<file path="src/logic/spc_pkg.sv">
package spc_pkg;
    // one rate period is this many cpu cycles when the cpu quarter is the source
    localparam int unsigned RATE_DIV_CYC    = 4;
    // early output enable moves the first bit out by 4 to 8 cpu periods
    localparam int unsigned EARLY_MIN_CYC   = 4;
    localparam int unsigned EARLY_MAX_CYC   = 8;
    localparam int unsigned EARLY_CYC       = (EARLY_MIN_CYC + EARLY_MAX_CYC) / 2;
    localparam logic [3:0]  EARLY_CNT       = 4'(EARLY_CYC);
    localparam logic [1:0]  CLKSTOP_NODELAY = 2'h2;
    localparam logic [1:0]  DATDLY_ZERO     = 2'h0;
    localparam logic [7:0]  DIVIDE_RESET    = 8'h01;
    localparam int unsigned WORD_BITS       = 8;
    localparam int unsigned FIFO_DEPTH      = 8;

    typedef enum logic [1:0] {
        SPC_IDLE  = 2'h0,
        SPC_LEAD  = 2'h1,
        SPC_SHIFT = 2'h2,
        SPC_TRAIL = 2'h3
    } spc_state_e;
endpackage : spc_pkg

</file>
<file path="src/logic/spc_div_if.sv">
`timescale 1ns/1ps
interface spc_div_if;
    logic [7:0] divide;
    logic       source_cpu;
    logic       level;
    logic       rise;
    logic       fall;

    modport gen (
        input  divide,
        input  source_cpu,
        output level,
        output rise,
        output fall
    );
    modport use_side (
        output divide,
        output source_cpu,
        input  level,
        input  rise,
        input  fall
    );
endinterface : spc_div_if

</file>
<file path="src/logic/spc_top.sv">
`timescale 1ns/1ps
module spc_top
    import spc_pkg::*;
#(
    parameter int unsigned WIDTH = WORD_BITS,
    parameter int unsigned DEPTH = FIFO_DEPTH
) (
    input  wire logic             sys_clk,
    input  wire logic             rst_b,
    input  wire logic             rate_clock_source_select,
    input  wire logic [7:0]       bit_clock_divide_value,
    input  wire logic             tx_output_early_enable,
    input  wire logic [1:0]       tx_data_delay,
    input  wire logic [1:0]       clock_stop_mode,
    input  wire logic             tx_clock_polarity,
    input  wire logic             rx_clock_polarity,
    input  wire logic             tx_sync_polarity,
    input  wire logic             rx_sync_polarity,
    input  wire logic             tx_clock_direction,
    input  wire logic             rx_clock_direction,
    input  wire logic             tx_sync_direction,
    input  wire logic             rx_sync_direction,
    input  wire logic             rate_clock_pin,
    input  wire logic [WIDTH-1:0] tx_word,
    input  wire logic             tx_word_valid,
    output logic                  tx_word_ready,
    output logic      [WIDTH-1:0] rx_word,
    output logic                  rx_word_valid,
    input  wire logic             transmit_bit_clock_in,
    output logic                  transmit_bit_clock_out,
    output logic                  transmit_bit_clock_oe,
    input  wire logic             receive_bit_clock_in,
    input  wire logic             transmit_frame_sync_in,
    output logic                  transmit_frame_sync_out,
    output logic                  transmit_frame_sync_oe,
    input  wire logic             receive_frame_sync_in,
    output logic                  serial_data_out,
    output logic                  serial_data_out_oe,
    input  wire logic             serial_data_in,
    output logic                  busy
);
    localparam int unsigned BW = $clog2(WIDTH + 1);

    spc_div_if div ();

    spc_state_e       state;
    logic [WIDTH-1:0] fifo_data;
    logic             fifo_valid;
    logic             fifo_pop;
    logic [WIDTH-1:0] tx_shift;
    logic [WIDTH-1:0] rx_shift;
    logic [BW-1:0]    bit_cnt;
    logic             sel_act;
    logic             sel_pin;
    logic             clk_en;
    logic [3:0]       early_cnt;
    logic             pend_bit;
    logic             launch_first;
    logic             launch_next;
    logic             sample_ev;
    logic             master_mode;
    logic             slave_mode;
    logic             spi_on;
    logic             start;
    logic             last_sample;
    logic             tclk_q;
    logic             rclk_q;
    logic             ssel_q;
    logic             tclk_int;
    logic             rclk_int;
    logic             slave_sel;

    ////////////////////////////////////////////////////////////////////////////
    // rate and bit clock generation, and the transmit word fifo
    assign div.divide     = bit_clock_divide_value;
    assign div.source_cpu = rate_clock_source_select;

    spc_clkgen u_clkgen (
        .sys_clk        (sys_clk),
        .rst_b          (rst_b),
        .rate_clock_pin (rate_clock_pin),
        .div            (div)
    );

    spc_fifo #(
        .WIDTH (WIDTH),
        .DEPTH (DEPTH)
    ) u_fifo (
        .sys_clk   (sys_clk),
        .rst_b     (rst_b),
        .in_data   (tx_word),
        .in_valid  (tx_word_valid),
        .in_ready  (tx_word_ready),
        .out_data  (fifo_data),
        .out_valid (fifo_valid),
        .out_ready (fifo_pop)
    );

    ////////////////////////////////////////////////////////////////////////////
    // role decode; software sets directions and rate per role
    assign spi_on      = (clock_stop_mode == CLKSTOP_NODELAY);
    assign master_mode = spi_on && tx_clock_direction && tx_sync_direction
                         && !rx_clock_direction && !rx_sync_direction;
    assign slave_mode  = spi_on && !tx_clock_direction && !tx_sync_direction
                         && !rx_clock_direction && !rx_sync_direction;

    // slave pins: polarity one turns the incoming active-low levels round
    assign tclk_int  = transmit_bit_clock_in ^ tx_clock_polarity;
    assign rclk_int  = receive_bit_clock_in ^ rx_clock_polarity;
    assign slave_sel = (transmit_frame_sync_in ^ tx_sync_polarity)
                       && (receive_frame_sync_in ^ rx_sync_polarity);

    always_ff @(posedge sys_clk or negedge rst_b) begin
        if (!rst_b) begin
            tclk_q <= 1'b0;
            rclk_q <= 1'b0;
            ssel_q <= 1'b0;
        end else begin
            tclk_q <= tclk_int;
            rclk_q <= rclk_int;
            ssel_q <= slave_sel;
        end
    end

    ////////////////////////////////////////////////////////////////////////////
    // launch and sample events for both roles
    assign last_sample = (bit_cnt == BW'(WIDTH - 1));
    assign start       = master_mode && (state == SPC_IDLE) && fifo_valid && div.fall;
    assign fifo_pop    = start || (slave_mode && slave_sel && !ssel_q && fifo_valid);

    always_comb begin
        launch_first = 1'b0;
        launch_next  = 1'b0;
        sample_ev    = 1'b0;
        if (master_mode) begin
            launch_first = start ? (tx_data_delay == DATDLY_ZERO)
                         : ((state == SPC_LEAD) && div.rise
                            && (tx_data_delay != DATDLY_ZERO));
            launch_next  = (state == SPC_SHIFT) && div.rise;
            sample_ev    = (state == SPC_SHIFT) && div.fall;
        end else if (slave_mode) begin
            launch_first = slave_sel && !ssel_q;
            launch_next  = slave_sel && tclk_int && !tclk_q && (bit_cnt != '0);
            sample_ev    = slave_sel && !rclk_int && rclk_q;
        end
    end

    ////////////////////////////////////////////////////////////////////////////
    // master framing sequence
    always_ff @(posedge sys_clk or negedge rst_b) begin
        if (!rst_b) begin
            state   <= SPC_IDLE;
            sel_act <= 1'b0;
            clk_en  <= 1'b0;
        end else begin
            case (state)
                SPC_IDLE: begin
                    if (start) begin
                        sel_act <= 1'b1;
                        state   <= SPC_LEAD;
                    end
                end
                SPC_LEAD: begin
                    if (div.rise) begin
                        clk_en <= 1'b1;
                        state  <= SPC_SHIFT;
                    end
                end
                SPC_SHIFT: begin
                    if (div.fall && last_sample) begin
                        clk_en <= 1'b0;
                        state  <= SPC_TRAIL;
                    end
                end
                SPC_TRAIL: begin
                    if (div.fall) begin
                        sel_act <= 1'b0;
                        state   <= SPC_IDLE;
                    end
                end
                default: begin
                    state   <= SPC_IDLE;
                    sel_act <= 1'b0;
                    clk_en  <= 1'b0;
                end
            endcase
            if (!master_mode) begin
                state   <= SPC_IDLE;
                sel_act <= 1'b0;
                clk_en  <= 1'b0;
            end
        end
    end

    ////////////////////////////////////////////////////////////////////////////
    // shift registers and received word
    always_ff @(posedge sys_clk or negedge rst_b) begin
        if (!rst_b) begin
            tx_shift      <= '0;
            rx_shift      <= '0;
            bit_cnt       <= '0;
            rx_word       <= '0;
            rx_word_valid <= 1'b0;
        end else begin
            rx_word_valid <= 1'b0;
            if (fifo_pop) begin
                tx_shift <= fifo_data;
                bit_cnt  <= '0;
            end else if (slave_mode && slave_sel && !ssel_q) begin
                tx_shift <= '0;
                bit_cnt  <= '0;
            end else if (launch_next) begin
                tx_shift <= {tx_shift[WIDTH-2:0], 1'b0};
            end
            if (sample_ev) begin
                rx_shift <= {rx_shift[WIDTH-2:0], serial_data_in};
                bit_cnt  <= last_sample ? '0 : bit_cnt + 1'b1;
                if (last_sample) begin
                    rx_word       <= {rx_shift[WIDTH-2:0], serial_data_in};
                    rx_word_valid <= 1'b1;
                end
            end
        end
    end

    ////////////////////////////////////////////////////////////////////////////
    // data pin; the early delay acts on the first bit of a word only
    always_ff @(posedge sys_clk or negedge rst_b) begin
        if (!rst_b) begin
            serial_data_out    <= 1'b0;
            serial_data_out_oe <= 1'b0;
            early_cnt          <= 4'h0;
            pend_bit           <= 1'b0;
        end else begin
            if (early_cnt != 4'h0) begin
                early_cnt <= early_cnt - 4'h1;
                if (early_cnt == 4'h1) begin
                    serial_data_out <= pend_bit;
                end
            end
            if (launch_first) begin
                serial_data_out_oe <= 1'b1;
                if (tx_output_early_enable) begin
                    early_cnt <= EARLY_CNT;
                    pend_bit  <= fifo_pop ? fifo_data[WIDTH-1] : tx_shift[WIDTH-1];
                end else begin
                    serial_data_out <= fifo_pop ? fifo_data[WIDTH-1] : tx_shift[WIDTH-1];
                end
            end else if (launch_next) begin
                serial_data_out <= tx_shift[WIDTH-2];
            end
            if (master_mode && state == SPC_TRAIL && div.rise) begin
                serial_data_out_oe <= 1'b0;
            end
            if (slave_mode && !slave_sel && ssel_q) begin
                serial_data_out_oe <= 1'b0;
            end
            if (!master_mode && !slave_mode) begin
                serial_data_out_oe <= 1'b0;
                early_cnt          <= 4'h0;
            end
        end
    end

    // select follows the divider pulses directly so lead and trail are whole phases
    assign sel_pin = (sel_act && !(state == SPC_TRAIL && div.fall)) || start;

    // clock stopped at the tx_clock_polarity level between words; the first high phase must not lose a cycle
    assign transmit_bit_clock_out  = ((clk_en || (state == SPC_LEAD && div.rise)) && div.level)
                                     ^ tx_clock_polarity;
    assign transmit_bit_clock_oe   = master_mode;
    assign transmit_frame_sync_out = sel_pin ^ tx_sync_polarity;
    assign transmit_frame_sync_oe  = master_mode;
    assign busy                    = (state != SPC_IDLE) || (slave_mode && slave_sel);

    ////////////////////////////////////////////////////////////////////////////
    property p_select_level;
        @(posedge sys_clk) disable iff (!rst_b)
        master_mode |-> transmit_frame_sync_out == (sel_pin ^ tx_sync_polarity);
    endproperty
    a_select_level: assert property (p_select_level) else $error("select level wrong");

    property p_lead;
        @(posedge sys_clk) disable iff (!rst_b)
        (start && master_mode) |=> sel_act && !clk_en until_with (div.rise || !master_mode);
    endproperty
    a_lead: assert property (p_lead) else $error("clock ran before select");

    property p_lead_bound;
        @(posedge sys_clk) disable iff (!rst_b)
        (state == SPC_LEAD && div.rise && master_mode) |=> clk_en && state == SPC_SHIFT;
    endproperty
    a_lead_bound: assert property (p_lead_bound) else $error("no clock after lead");

    property p_trail;
        @(posedge sys_clk) disable iff (!rst_b)
        (state == SPC_TRAIL && div.fall && master_mode) |=> !sel_act && state == SPC_IDLE;
    endproperty
    a_trail: assert property (p_trail) else $error("select not released");

    property p_trail_hold;
        @(posedge sys_clk) disable iff (!rst_b)
        (state == SPC_SHIFT && div.fall && last_sample && master_mode)
            |=> sel_act && !div.fall;
    endproperty
    a_trail_hold: assert property (p_trail_hold) else $error("select dropped early");

    property p_float_master;
        @(posedge sys_clk) disable iff (!rst_b)
        (state == SPC_TRAIL && div.rise && master_mode) |=> !serial_data_out_oe && sel_act;
    endproperty
    a_float_master: assert property (p_float_master) else $error("data not floated");

    property p_float_slave;
        @(posedge sys_clk) disable iff (!rst_b)
        (slave_mode && !slave_sel && ssel_q) |=> !serial_data_out_oe;
    endproperty
    a_float_slave: assert property (p_float_slave) else $error("slave data not floated");

    property p_datdly;
        @(posedge sys_clk) disable iff (!rst_b)
        (start && !serial_data_out_oe) |=> serial_data_out_oe == (tx_data_delay == DATDLY_ZERO);
    endproperty
    a_datdly: assert property (p_datdly) else $error("first bit timing wrong");

    property p_early;
        @(posedge sys_clk) disable iff (!rst_b)
        (launch_first && tx_output_early_enable && master_mode && !launch_next)
            |=> (early_cnt != 4'h0) [*5] ##1 (early_cnt == 4'h1);
    endproperty
    a_early: assert property (p_early) else $error("early delay length wrong");
endmodule : spc_top

</file>
<file path="src/logic/spc_fifo.sv">
`timescale 1ns/1ps
module spc_fifo #(
    parameter int unsigned WIDTH = 8,
    parameter int unsigned DEPTH = 8
) (
    input  wire logic             sys_clk,
    input  wire logic             rst_b,
    input  wire logic [WIDTH-1:0] in_data,
    input  wire logic             in_valid,
    output logic                  in_ready,
    output logic      [WIDTH-1:0] out_data,
    output logic                  out_valid,
    input  wire logic             out_ready
);
    localparam int unsigned AW = $clog2(DEPTH);

    logic [WIDTH-1:0] mem [DEPTH];
    logic [AW-1:0]    wr_ptr;
    logic [AW-1:0]    rd_ptr;
    logic [AW:0]      count;
    logic             push;
    logic             pop;

    assign in_ready  = (count != (AW+1)'(DEPTH));
    assign out_valid = (count != '0);
    assign push      = in_valid && in_ready;
    assign pop       = out_valid && out_ready;
    assign out_data  = mem[rd_ptr];

    always_ff @(posedge sys_clk) begin
        if (push) begin
            mem[wr_ptr] <= in_data;
        end
    end

    always_ff @(posedge sys_clk or negedge rst_b) begin
        if (!rst_b) begin
            wr_ptr <= '0;
            rd_ptr <= '0;
            count  <= '0;
        end else begin
            if (push) begin
                wr_ptr <= (wr_ptr == AW'(DEPTH - 1)) ? '0 : wr_ptr + 1'b1;
            end
            if (pop) begin
                rd_ptr <= (rd_ptr == AW'(DEPTH - 1)) ? '0 : rd_ptr + 1'b1;
            end
            count <= count + (AW+1)'(push) - (AW+1)'(pop);
        end
    end
endmodule : spc_fifo

</file>
<file path="src/logic/spc_clkgen.sv">
`timescale 1ns/1ps
module spc_clkgen
    import spc_pkg::*;
(
    input  wire logic sys_clk,
    input  wire logic rst_b,
    input  wire logic rate_clock_pin,
    spc_div_if.gen    div
);
    logic [2:0] quarter_cnt;
    logic       pin_q;
    logic       rate_tick;
    logic [8:0] high_len;
    logic [8:0] low_len;
    logic [8:0] phase_cnt;
    logic       phase_done;
    logic       even_nz;

    // cpu quarter or rising edge of the external rate pin
    assign rate_tick = div.source_cpu ? (quarter_cnt == 3'(RATE_DIV_CYC - 1))
                                      : (rate_clock_pin && !pin_q);
    assign even_nz   = !div.divide[0] && (div.divide != 8'h00);
    // a zero divide would need half a rate period; it is held at one period per phase
    assign high_len  = even_nz ? {1'b0, div.divide[7:1]} + 9'h001
                               : ({1'b0, div.divide} + 9'h001) >> 1;
    assign low_len   = even_nz ? {1'b0, div.divide[7:1]}
                               : ({1'b0, div.divide} + 9'h001) >> 1;
    assign phase_done = (phase_cnt + 9'h001) >= (div.level ? high_len
                        : ((low_len == 9'h000) ? 9'h001 : low_len));

    always_ff @(posedge sys_clk or negedge rst_b) begin
        if (!rst_b) begin
            quarter_cnt <= 3'h0;
            pin_q       <= 1'b0;
        end else begin
            quarter_cnt <= (quarter_cnt == 3'(RATE_DIV_CYC - 1)) ? 3'h0 : quarter_cnt + 3'h1;
            pin_q       <= rate_clock_pin;
        end
    end

    always_ff @(posedge sys_clk or negedge rst_b) begin
        if (!rst_b) begin
            phase_cnt <= 9'h000;
            div.level <= 1'b0;
            div.rise  <= 1'b0;
            div.fall  <= 1'b0;
        end else begin
            div.rise <= rate_tick && phase_done && !div.level;
            div.fall <= rate_tick && phase_done && div.level;
            if (rate_tick) begin
                if (phase_done) begin
                    phase_cnt <= 9'h000;
                    div.level <= !div.level;
                end else begin
                    phase_cnt <= phase_cnt + 9'h001;
                end
            end
        end
    end

    ////////////////////////////////////////////////////////////////////////////
    // checking helpers: cycles per period and per phase with a steady setting
    logic [11:0] per_cnt;
    logic [11:0] hi_cnt;
    logic [11:0] lo_cnt;
    logic [2:0]  settled;
    logic [7:0]  div_q;

    always_ff @(posedge sys_clk or negedge rst_b) begin
        if (!rst_b) begin
            per_cnt <= 12'h000;
            hi_cnt  <= 12'h000;
            lo_cnt  <= 12'h000;
            settled <= 3'h0;
            div_q   <= 8'h00;
        end else begin
            div_q   <= div.divide;
            per_cnt <= div.rise ? 12'h001 : per_cnt + 12'h001;
            hi_cnt  <= div.rise ? 12'h001 : hi_cnt + 12'h001;
            lo_cnt  <= div.fall ? 12'h001 : lo_cnt + 12'h001;
            if (div_q != div.divide || !div.source_cpu) begin
                settled <= 3'h0;
            end else if (div.rise && settled != 3'h7) begin
                settled <= settled + 3'h1;
            end
        end
    end

    property p_rate_quarter;
        @(posedge sys_clk) disable iff (!rst_b)
        div.source_cpu && rate_tick |=> !rate_tick [*3] ##1 (rate_tick || !div.source_cpu);
    endproperty
    a_rate_quarter: assert property (p_rate_quarter) else $error("rate tick not every 4");

    property p_period;
        @(posedge sys_clk) disable iff (!rst_b)
        (div.rise && settled >= 3'h2 && div.divide != 8'h00)
            |-> per_cnt == 12'(({4'h0, div.divide} + 12'h001) * RATE_DIV_CYC);
    endproperty
    a_period: assert property (p_period) else $error("bit clock period wrong");

    property p_high;
        @(posedge sys_clk) disable iff (!rst_b)
        (div.fall && settled >= 3'h2) |-> hi_cnt == 12'({3'h0, high_len} * RATE_DIV_CYC);
    endproperty
    a_high: assert property (p_high) else $error("high phase length wrong");

    property p_low;
        @(posedge sys_clk) disable iff (!rst_b)
        (div.rise && settled >= 3'h2 && div.divide != 8'h00)
            |-> lo_cnt == 12'({3'h0, low_len} * RATE_DIV_CYC);
    endproperty
    a_low: assert property (p_low) else $error("low phase length wrong");
endmodule : spc_clkgen

</file>
<file path="config.mk">
export PLATFORM = sky130hd
export DESIGN_NAME = spc_top
export DESIGN_NICKNAME = d
export VERILOG_FILES = /design/src/logic/spc_pkg.sv /design/src/logic/spc_div_if.sv /design/src/logic/spc_top.sv /design/src/logic/spc_fifo.sv /design/src/logic/spc_clkgen.sv
export SDC_FILE = /design/constraint.sdc
export NUM_CORES = 1
export LEC_CHECK = 0
export ABC_AREA = 1
export BUFFER_PORTS_ARGS = -buffer_cell sky130_fd_sc_hd__buf_2
export CAP_MARGIN = 20
export CORE_AREA = 2 2 119 121
export DETAILED_ROUTE_END_ITERATION = 6
export DIE_AREA = 0 0 121 123
export PLACE_DENSITY = 0.86
export RECOVER_POWER = 25
export SYNTH_ARGS = -nofsm -noshare
export SYNTH_HDL_FRONTEND = slang
export SYNTH_HIERARCHICAL = 1
export SYNTH_SLANG_ARGS = --single-unit
</file>
<file path="constraint.sdc">
create_clock -name sys_clk -period 2.7 [get_ports sys_clk]
set_clock_uncertainty 0.15 [all_clocks]
set_input_delay 0.135 -clock sys_clk [delete_from_list [all_inputs] [get_ports sys_clk]]
set_output_delay 0.135 -clock sys_clk [all_outputs]
set_load 0.02 [all_outputs]
</file>
Word-level counts from Yosys, hierarchy flattened

Memory sizes are Yosys's and may differ from the RTL's.
Index checks and enable logic that the tools add are counted.

$add $sub $neg: 10
Magnitude comparators: 1
Bitwise gates (word level): 6
Reductions and logical operators: 77
Equality and inequality tests: 16
Mux-type cells: 55

Operators by type and width:

| kind                  | number |
|---|---|
| $logic_and A1 B1 Y1   | 41 |
| $mux W9               | 4 |
| $mux W4               | 8 |
| $mux W8               | 4 |
| $mux W1               | 28 |
| $reduce_bool A4 Y1    | 4 |
| $logic_not A1 Y1      | 14 |
| $mux W2               | 5 |
| $add A3 B1 Y3 const B | 3 |
| $add A8 B1 Y9 const B | 1 |
| $add A9 B1 Y9 const B | 1 |
| $ge A9 B9 Y1          | 1 |
| $logic_not A9 Y1      | 1 |
| $mux W3               | 3 |
| $ne A3 B2 Y1 const B  | 3 |
| $add A7 B1 Y8 const B | 1 |
| $pmux W2 S4           | 1 |
| $reduce_bool A8 Y1    | 1 |
| $eq A2 B2 Y1 const B  | 3 |
| $eq A3 B3 Y1 const B  | 2 |
| $ne A3 B1 Y1 const B  | 2 |
| $reduce_and A2 Y1     | 3 |
| $reduce_and A3 Y1     | 2 |
| $reduce_bool A3 Y1    | 2 |
| 16 further kinds      | 27 |

Memories kept: 1
Word-level logic and storage cells: 190
Register bits: 68
Memory bits (writable): 64

Memory list:

| name       | depth | width | read ports | clocked after Yosys merged registers in | wr ports | RTL line       | text |
|---|---|---|---|---|---|---|---|
| u_fifo.mem | 8     | 8     | 1          | 0                                       | 1        | spc_fifo.sv:17 | `logic [WIDTH-1:0] mem [DEPTH];` |

Logic depth before layout (Yosys ltp)

Depth after elaboration: 14
Depth in mapped cells: 21

Cells and area by module

Netlist, hierarchy kept.

By module, submodules not included:

| module     | instances | seq. area each (µm²) | area an instance (µm²) | cells an instance |
|---|---|---|---|---|
| spc_fifo   | 1         | 2,172.1              | 3,488.3                | 349 |
| spc_top    | 1         | 1,051.0              | 2,418.6                | 303 |
| spc_clkgen | 1         | 400.4                | 1,435.1                | 204 |

Worst setup path before layout

Ideal clock, no wire load.

Path kind: flip-flop to flip-flop
Start point: reg u_fifo.count[2]
End point: reg u_fifo.count[2]
Stages on the path, launching flop included: 17
Data required time: 2,427 ps
Data arrival time: 2,331 ps
Path slack: 96 ps
Path through: dfrtp_1 -> inv_1 -> ha_1 -> nand3_1 -> nand2_1 -> inv_1 -> nand4_2 -> o21ai_4 -> nand2_1 -> clkinv_1 -> nand2_1 -> inv_1 -> ha_1 -> inv_1 -> ha_1 -> fa_1 -> xor2_1

Word-level cells in the longest chain between the ends: 6
Elaborated cells on any way between the ends: 10
Classes of those cells: add/sub (2); eq/ne (1); reduce/logical (7)

Ends and longest elaborated chain:

| element                          | RTL line       | text |
|---|---|---|
| start, declared                  | spc_fifo.sv:20 | `logic [AW:0] count;` |
| start signal, assigned           | spc_fifo.sv:48 | `count <= count + (AW+1)'(push) - (AW+1)'(pop);` |
| $reduce_bool A4 Y1 (*)           | spc_fifo.sv:25 | `assign out_valid = (count != '0);` |
| named net fifo_valid             | spc_top.sv:48  | `logic fifo_valid;` |
| $logic_and A1 B1 Y1 (2 in a row) | spc_top.sv:128 | `assign start = master_mode && (state == SPC_IDLE) && fifo_valid && div.fall;` |
| $logic_or A1 B1 Y1 (*)           | spc_top.sv:129 | `assign fifo_pop = start \|\| (slave_mode && slave_sel && !ssel_q && fifo_valid);` |
| named net fifo_pop               | spc_top.sv:49  | `logic fifo_pop;` |
| $logic_and A1 B1 Y1 (*)          | spc_fifo.sv:27 | `assign pop = out_valid && out_ready;` |
| named net u_fifo.pop             | spc_fifo.sv:22 | `logic pop;` |
| $sub A4 B1 Y4 (*)                | spc_fifo.sv:48 |  |

Mark *: on every way through the listed nets, which the timed path passes. The rest lies on a longest branch.
A chain may end at the register's enable or synchronous reset.

Worst setup path in the final report

Start point: reg u_fifo.count[3]
End point: reg u_fifo.count[1]

Same word-level chain as after synthesis.

==> flow_summary.ini <==
[logic_synthesis]
synth.lib_cells_used.distinct = 44
synth-main-ff-cell = sky130_fd_sc_hd__dfrtp_1
async_reset_ff_share_pct = 51.52
synth-seq-area-share_pct = 49.35
synth.net_count = 928
yosysWarnings = 6
synthCells = 856
mappedNetlistArea_um2 = 7342
synth.ff_latch_count = 132
post_synth.cell_area_avg_um2 = 8.577
number_of_enable_type_register_cells_in_the_synthesized_netlist = 64

[sta]
rsz0062_at_grt = no
slew_viol_final = 0
max_freq_mhz = 384.2
post-route-period-util_pct = 96.41
max_slew.worst_pin.slew_ps = 863.1
finalCriticalPeriod_ps = 2603
setup_violations = 0
worst_slack_ps = 97.00
max-slew-margin-rel_pct = 42.46
tns_ps = 0
finalHoldViolCount = 0

[floorplan]
initial_utilization_pct = 53.94
die_w_um = 121
fp.dieH_um = 123
floorplan.core_area_um2 = 13610
fp.dieArea_um2 = 14880
std_cell_rows = 43
top_level_ports = 56

[final_layout]
nFillCells = 996
final-seq-area_um2 = 3625
layout-drive-gt1-share_pct = 17.86
fin_util_pct = 63.17
multi_input_comb_area_um2 = 2997
layout_commonest_cell = sky130_fd_sc_hd__nand2_1
syn_to_final_growth_pct = 17.11
most-common-layout-cells = sky130_fd_sc_hd__nand2_1 (262), sky130_fd_sc_hd__inv_1 (142), sky130_fd_sc_hd__nand3_1 (69)
antennaDiodeCount = 0
finalNetCount = 1022

[worst_setup_path]
cp.buffers_inverters = 5
cp_common_cell = sky130_fd_sc_hd__inv_1
critPathRequiredTime_ps = 2840
crit_path_cell_trace = inv_1, ha_1, nand3_2, nand2_2, inv_2, nand4_4, o21ai_4, nand2_1, inv_2, nand2_1, inv_1, ha_1, inv_1, ha_2, fa_2
critical_path.slowest_cell = sky130_fd_sc_hd__fa_2
critical_path_class = reg2reg
critical-path-max-stage-delay_ps = 420
timing.critical_path.from_type = flop
endpoint_kind = flop
crit_arrival_ps = 2740
path_max_fanout = 2
timing.critical_path.max_delay_family = adder cells

[detailed_routing]
ant_nets = 0
remaining_drc_errors = 0
wirelength_um = 17010
num_vias = 6037
drt-wirelength-per-cell_um = 14.88
drt_iter0_markers = 488
detail_route.vias_per_cell = 5.282
detailedRoute.firstPassIterationCount = 7

[power]
intPower_mw = 4.207
max-vdd-ir-drop_uv = 408.8
switchingPower_mw = 2.059
power.share.sequential_pct = 40.8
total_leakage_power_nw = 4.338
clk_pwr_share_pct = 34.5
netSwitchingFraction_pct = 32.86
totalPowerFinal_mw = 6.267
comb_power_share_pct = 24.6
power.density_nw_per_um2 = 728.9

[hold_path]
min_path_type = in2reg

[flow_run]
max_cap_violations = 0

[clock_network]
htreeDepth = 4
cts_num_sinks = 132
cts-buffers-inserted = 17
clk_path_buf_depth = 2
tritoncts_clock_tree = built
worst_skew_pair.late_latency_ps = 420
path_clk_slew_ps = 60
clock_tree.root_cell = sky130_fd_sc_hd__clkbuf_16

[placement]
final_weighted_congestion_in_routability_driven_placement = 0.9021
place_ws_ps = 89.40
port_buffers = 55
detailed_place_hpwl_um = 10580

[grt]
grt_max_degree = 69
vias_in_the_first_global_route = 5846
grt_overflow = 0
grt.total_usage_pct = 23.46
grt_antenna_before_repair = 0
grt_pass1_wl_um = 27220

[run_status]
outcome = finished, final reports clean
[layout make-up]
class	instances	share of cell area, %
Tap cell	180	2.619
Inverter	156	6.883
Multi-Input combinational cell	549	34.85
Timing Repair Buffer	94	6.985
Clock inverter	14	1.513
Clock buffer	18	4.991
Sequential cell	132	42.16
[power groups by stage]
stage	combinational [mW]	sequential, mW	clock, mW
after detailed placement	1.43	2.58	0
final	1.54	2.56	2.16
after global placement	1.35	2.56	0
after CTS	1.48	2.55	2.18
after floorplan	1.06	2.52	0
after global routing	1.73	2.58	2.29
[stage by stage]
stage	hold slack, ps	instances	area [um^2]
final	82.84	1143	8598
after global routing	110.9	1143	8598
after CTS	72.98	1141	8559
after detailed placement	102.9	1090	7804
after global placement	104.9	1090	7804
after floorplan	-310.6	856	7342
[state kept, by name (all words and copies together) (netlist names), 2 cells and up]
name,count
u_fifo/wr_ptr,3
state,2
rx_word,8
u_clkgen/phase_cnt,9
u_clkgen/quarter_cnt,3
bit_cnt,4
u_fifo/count,4
u_fifo/mem,64
u_fifo/rd_ptr,3
rx_shift,7
tx_shift,8
early_cnt,4
[synth_stat cells, types with 2 or more instances]
master / count / area share (%)
sky130_fd_sc_hd__xnor2_1: 5 / 0.60
sky130_fd_sc_hd__nand3_1: 70 / 4.8
sky130_fd_sc_hd__o21ai_2: 6 / 0.72
sky130_fd_sc_hd__buf_6: 9 / 1.4
sky130_fd_sc_hd__nand2_1: 263 / 13
sky130_fd_sc_hd__nor2_1: 29 / 1.5
sky130_fd_sc_hd__nand2_2: 20 / 1.7
sky130_fd_sc_hd__edfxtp_1: 64 / 26
sky130_fd_sc_hd__clkinv_1: 3 / 0.15
sky130_fd_sc_hd__xor2_1: 13 / 1.6
sky130_fd_sc_hd__clkbuf_1: 2 / 0.10
sky130_fd_sc_hd__nand2_4: 3 / 0.46
sky130_fd_sc_hd__ha_1: 32 / 5.5
sky130_fd_sc_hd__o21ai_0: 30 / 2.0
sky130_fd_sc_hd__a31oi_1: 2 / 0.17
sky130_fd_sc_hd__a21oi_1: 15 / 1.0
sky130_fd_sc_hd__nor2_2: 5 / 0.43
sky130_fd_sc_hd__buf_4: 6 / 0.61
sky130_fd_sc_hd__dfrtp_1: 68 / 23
sky130_fd_sc_hd__nor3_1: 12 / 0.82
sky130_fd_sc_hd__nand3_4: 3 / 0.72
sky130_fd_sc_hd__o22ai_1: 2 / 0.17
sky130_fd_sc_hd__inv_2: 6 / 0.31
sky130_fd_sc_hd__o31ai_1: 2 / 0.20
sky130_fd_sc_hd__nand3_2: 4 / 0.55
sky130_fd_sc_hd__inv_1: 145 / 7.4
sky130_fd_sc_hd__nand4_1: 4 / 0.34
sky130_fd_sc_hd__or2_2: 2 / 0.17
sky130_fd_sc_hd__o21ai_1: 11 / 0.75
sky130_fd_sc_hd__nor2_4: 6 / 0.92
[path summary, 6_finish.rpt]
| check | from | to | slack, ps | cells after the start |
|---|---|---|---|---|
| worst max-delay path | u_fifo/count[3] | u_fifo/count[1] | 100 | 15 |
| worst min-delay path | tx_clock_direction | early_cnt[2] | 80 | 6 |
| worst max register to register | u_fifo/count[3] | u_fifo/count[1] | 100 | 15 |
| worst min register to register | u_clkgen/quarter_cnt[0] | u_clkgen/quarter_cnt[0] | 290 | 1 |
| max in group asynchronous | rst_b | u_clkgen/phase_cnt[0] | 1490 | 3 |
| min in group asynchronous | rst_b | early_cnt[0] | 290 | 3 |
[per-layer routing]
metal / share of wire [%] / vias up / GRT usage (%)
met5: 0 / - / 0
met4: 3.5 / 0 / 10.68
met3: 6.7 / 75 / 6.089
met2: 51 / 257 / 40.63
met1: 38 / 2811 / 27.46
li1: - / 2894 / -
[worst register-to-register path, cell delays in order (launching register included)]
cell and delay, ps:
sky130_fd_sc_hd__dfrtp_1 360, sky130_fd_sc_hd__inv_1 70, sky130_fd_sc_hd__ha_1 180, sky130_fd_sc_hd__nand3_2 100, sky130_fd_sc_hd__nand2_2 70, sky130_fd_sc_hd__inv_2 100, sky130_fd_sc_hd__nand4_4 140, sky130_fd_sc_hd__o21ai_4 100
sky130_fd_sc_hd__nand2_1 100, sky130_fd_sc_hd__inv_2 70, sky130_fd_sc_hd__nand2_1 50, sky130_fd_sc_hd__inv_1 70, sky130_fd_sc_hd__ha_1 220, sky130_fd_sc_hd__inv_1 70, sky130_fd_sc_hd__ha_2 190, sky130_fd_sc_hd__fa_2 430
[what timing repair did]
item	4_1_cts	5_1_grt
resized for setup	2	14
endpoints found under the hold margin	145	0
setup endpoints to repair	1	8
pin swaps	0	1
hold buffers	18	0
gates cloned	0	0
setup buffers	1	2
[kinds of logic (layout without fill, tap and decap cells)]
kind of cell / count (synthesis) / count (layout) / synth area share (%)
and+or+nand+nor: 427 / 427 / 26.82
buffers and inverters: 175 / 282 / 10.43
DFF: 132 / 132 / 49.35
AOI/OAI and AO/OA: 71 / 71 / 5.521
adders and majority gates: 33 / 33 / 5.726
xor gates and xnor gates: 18 / 18 / 2.147
Power figures use the tool's default switching activity.
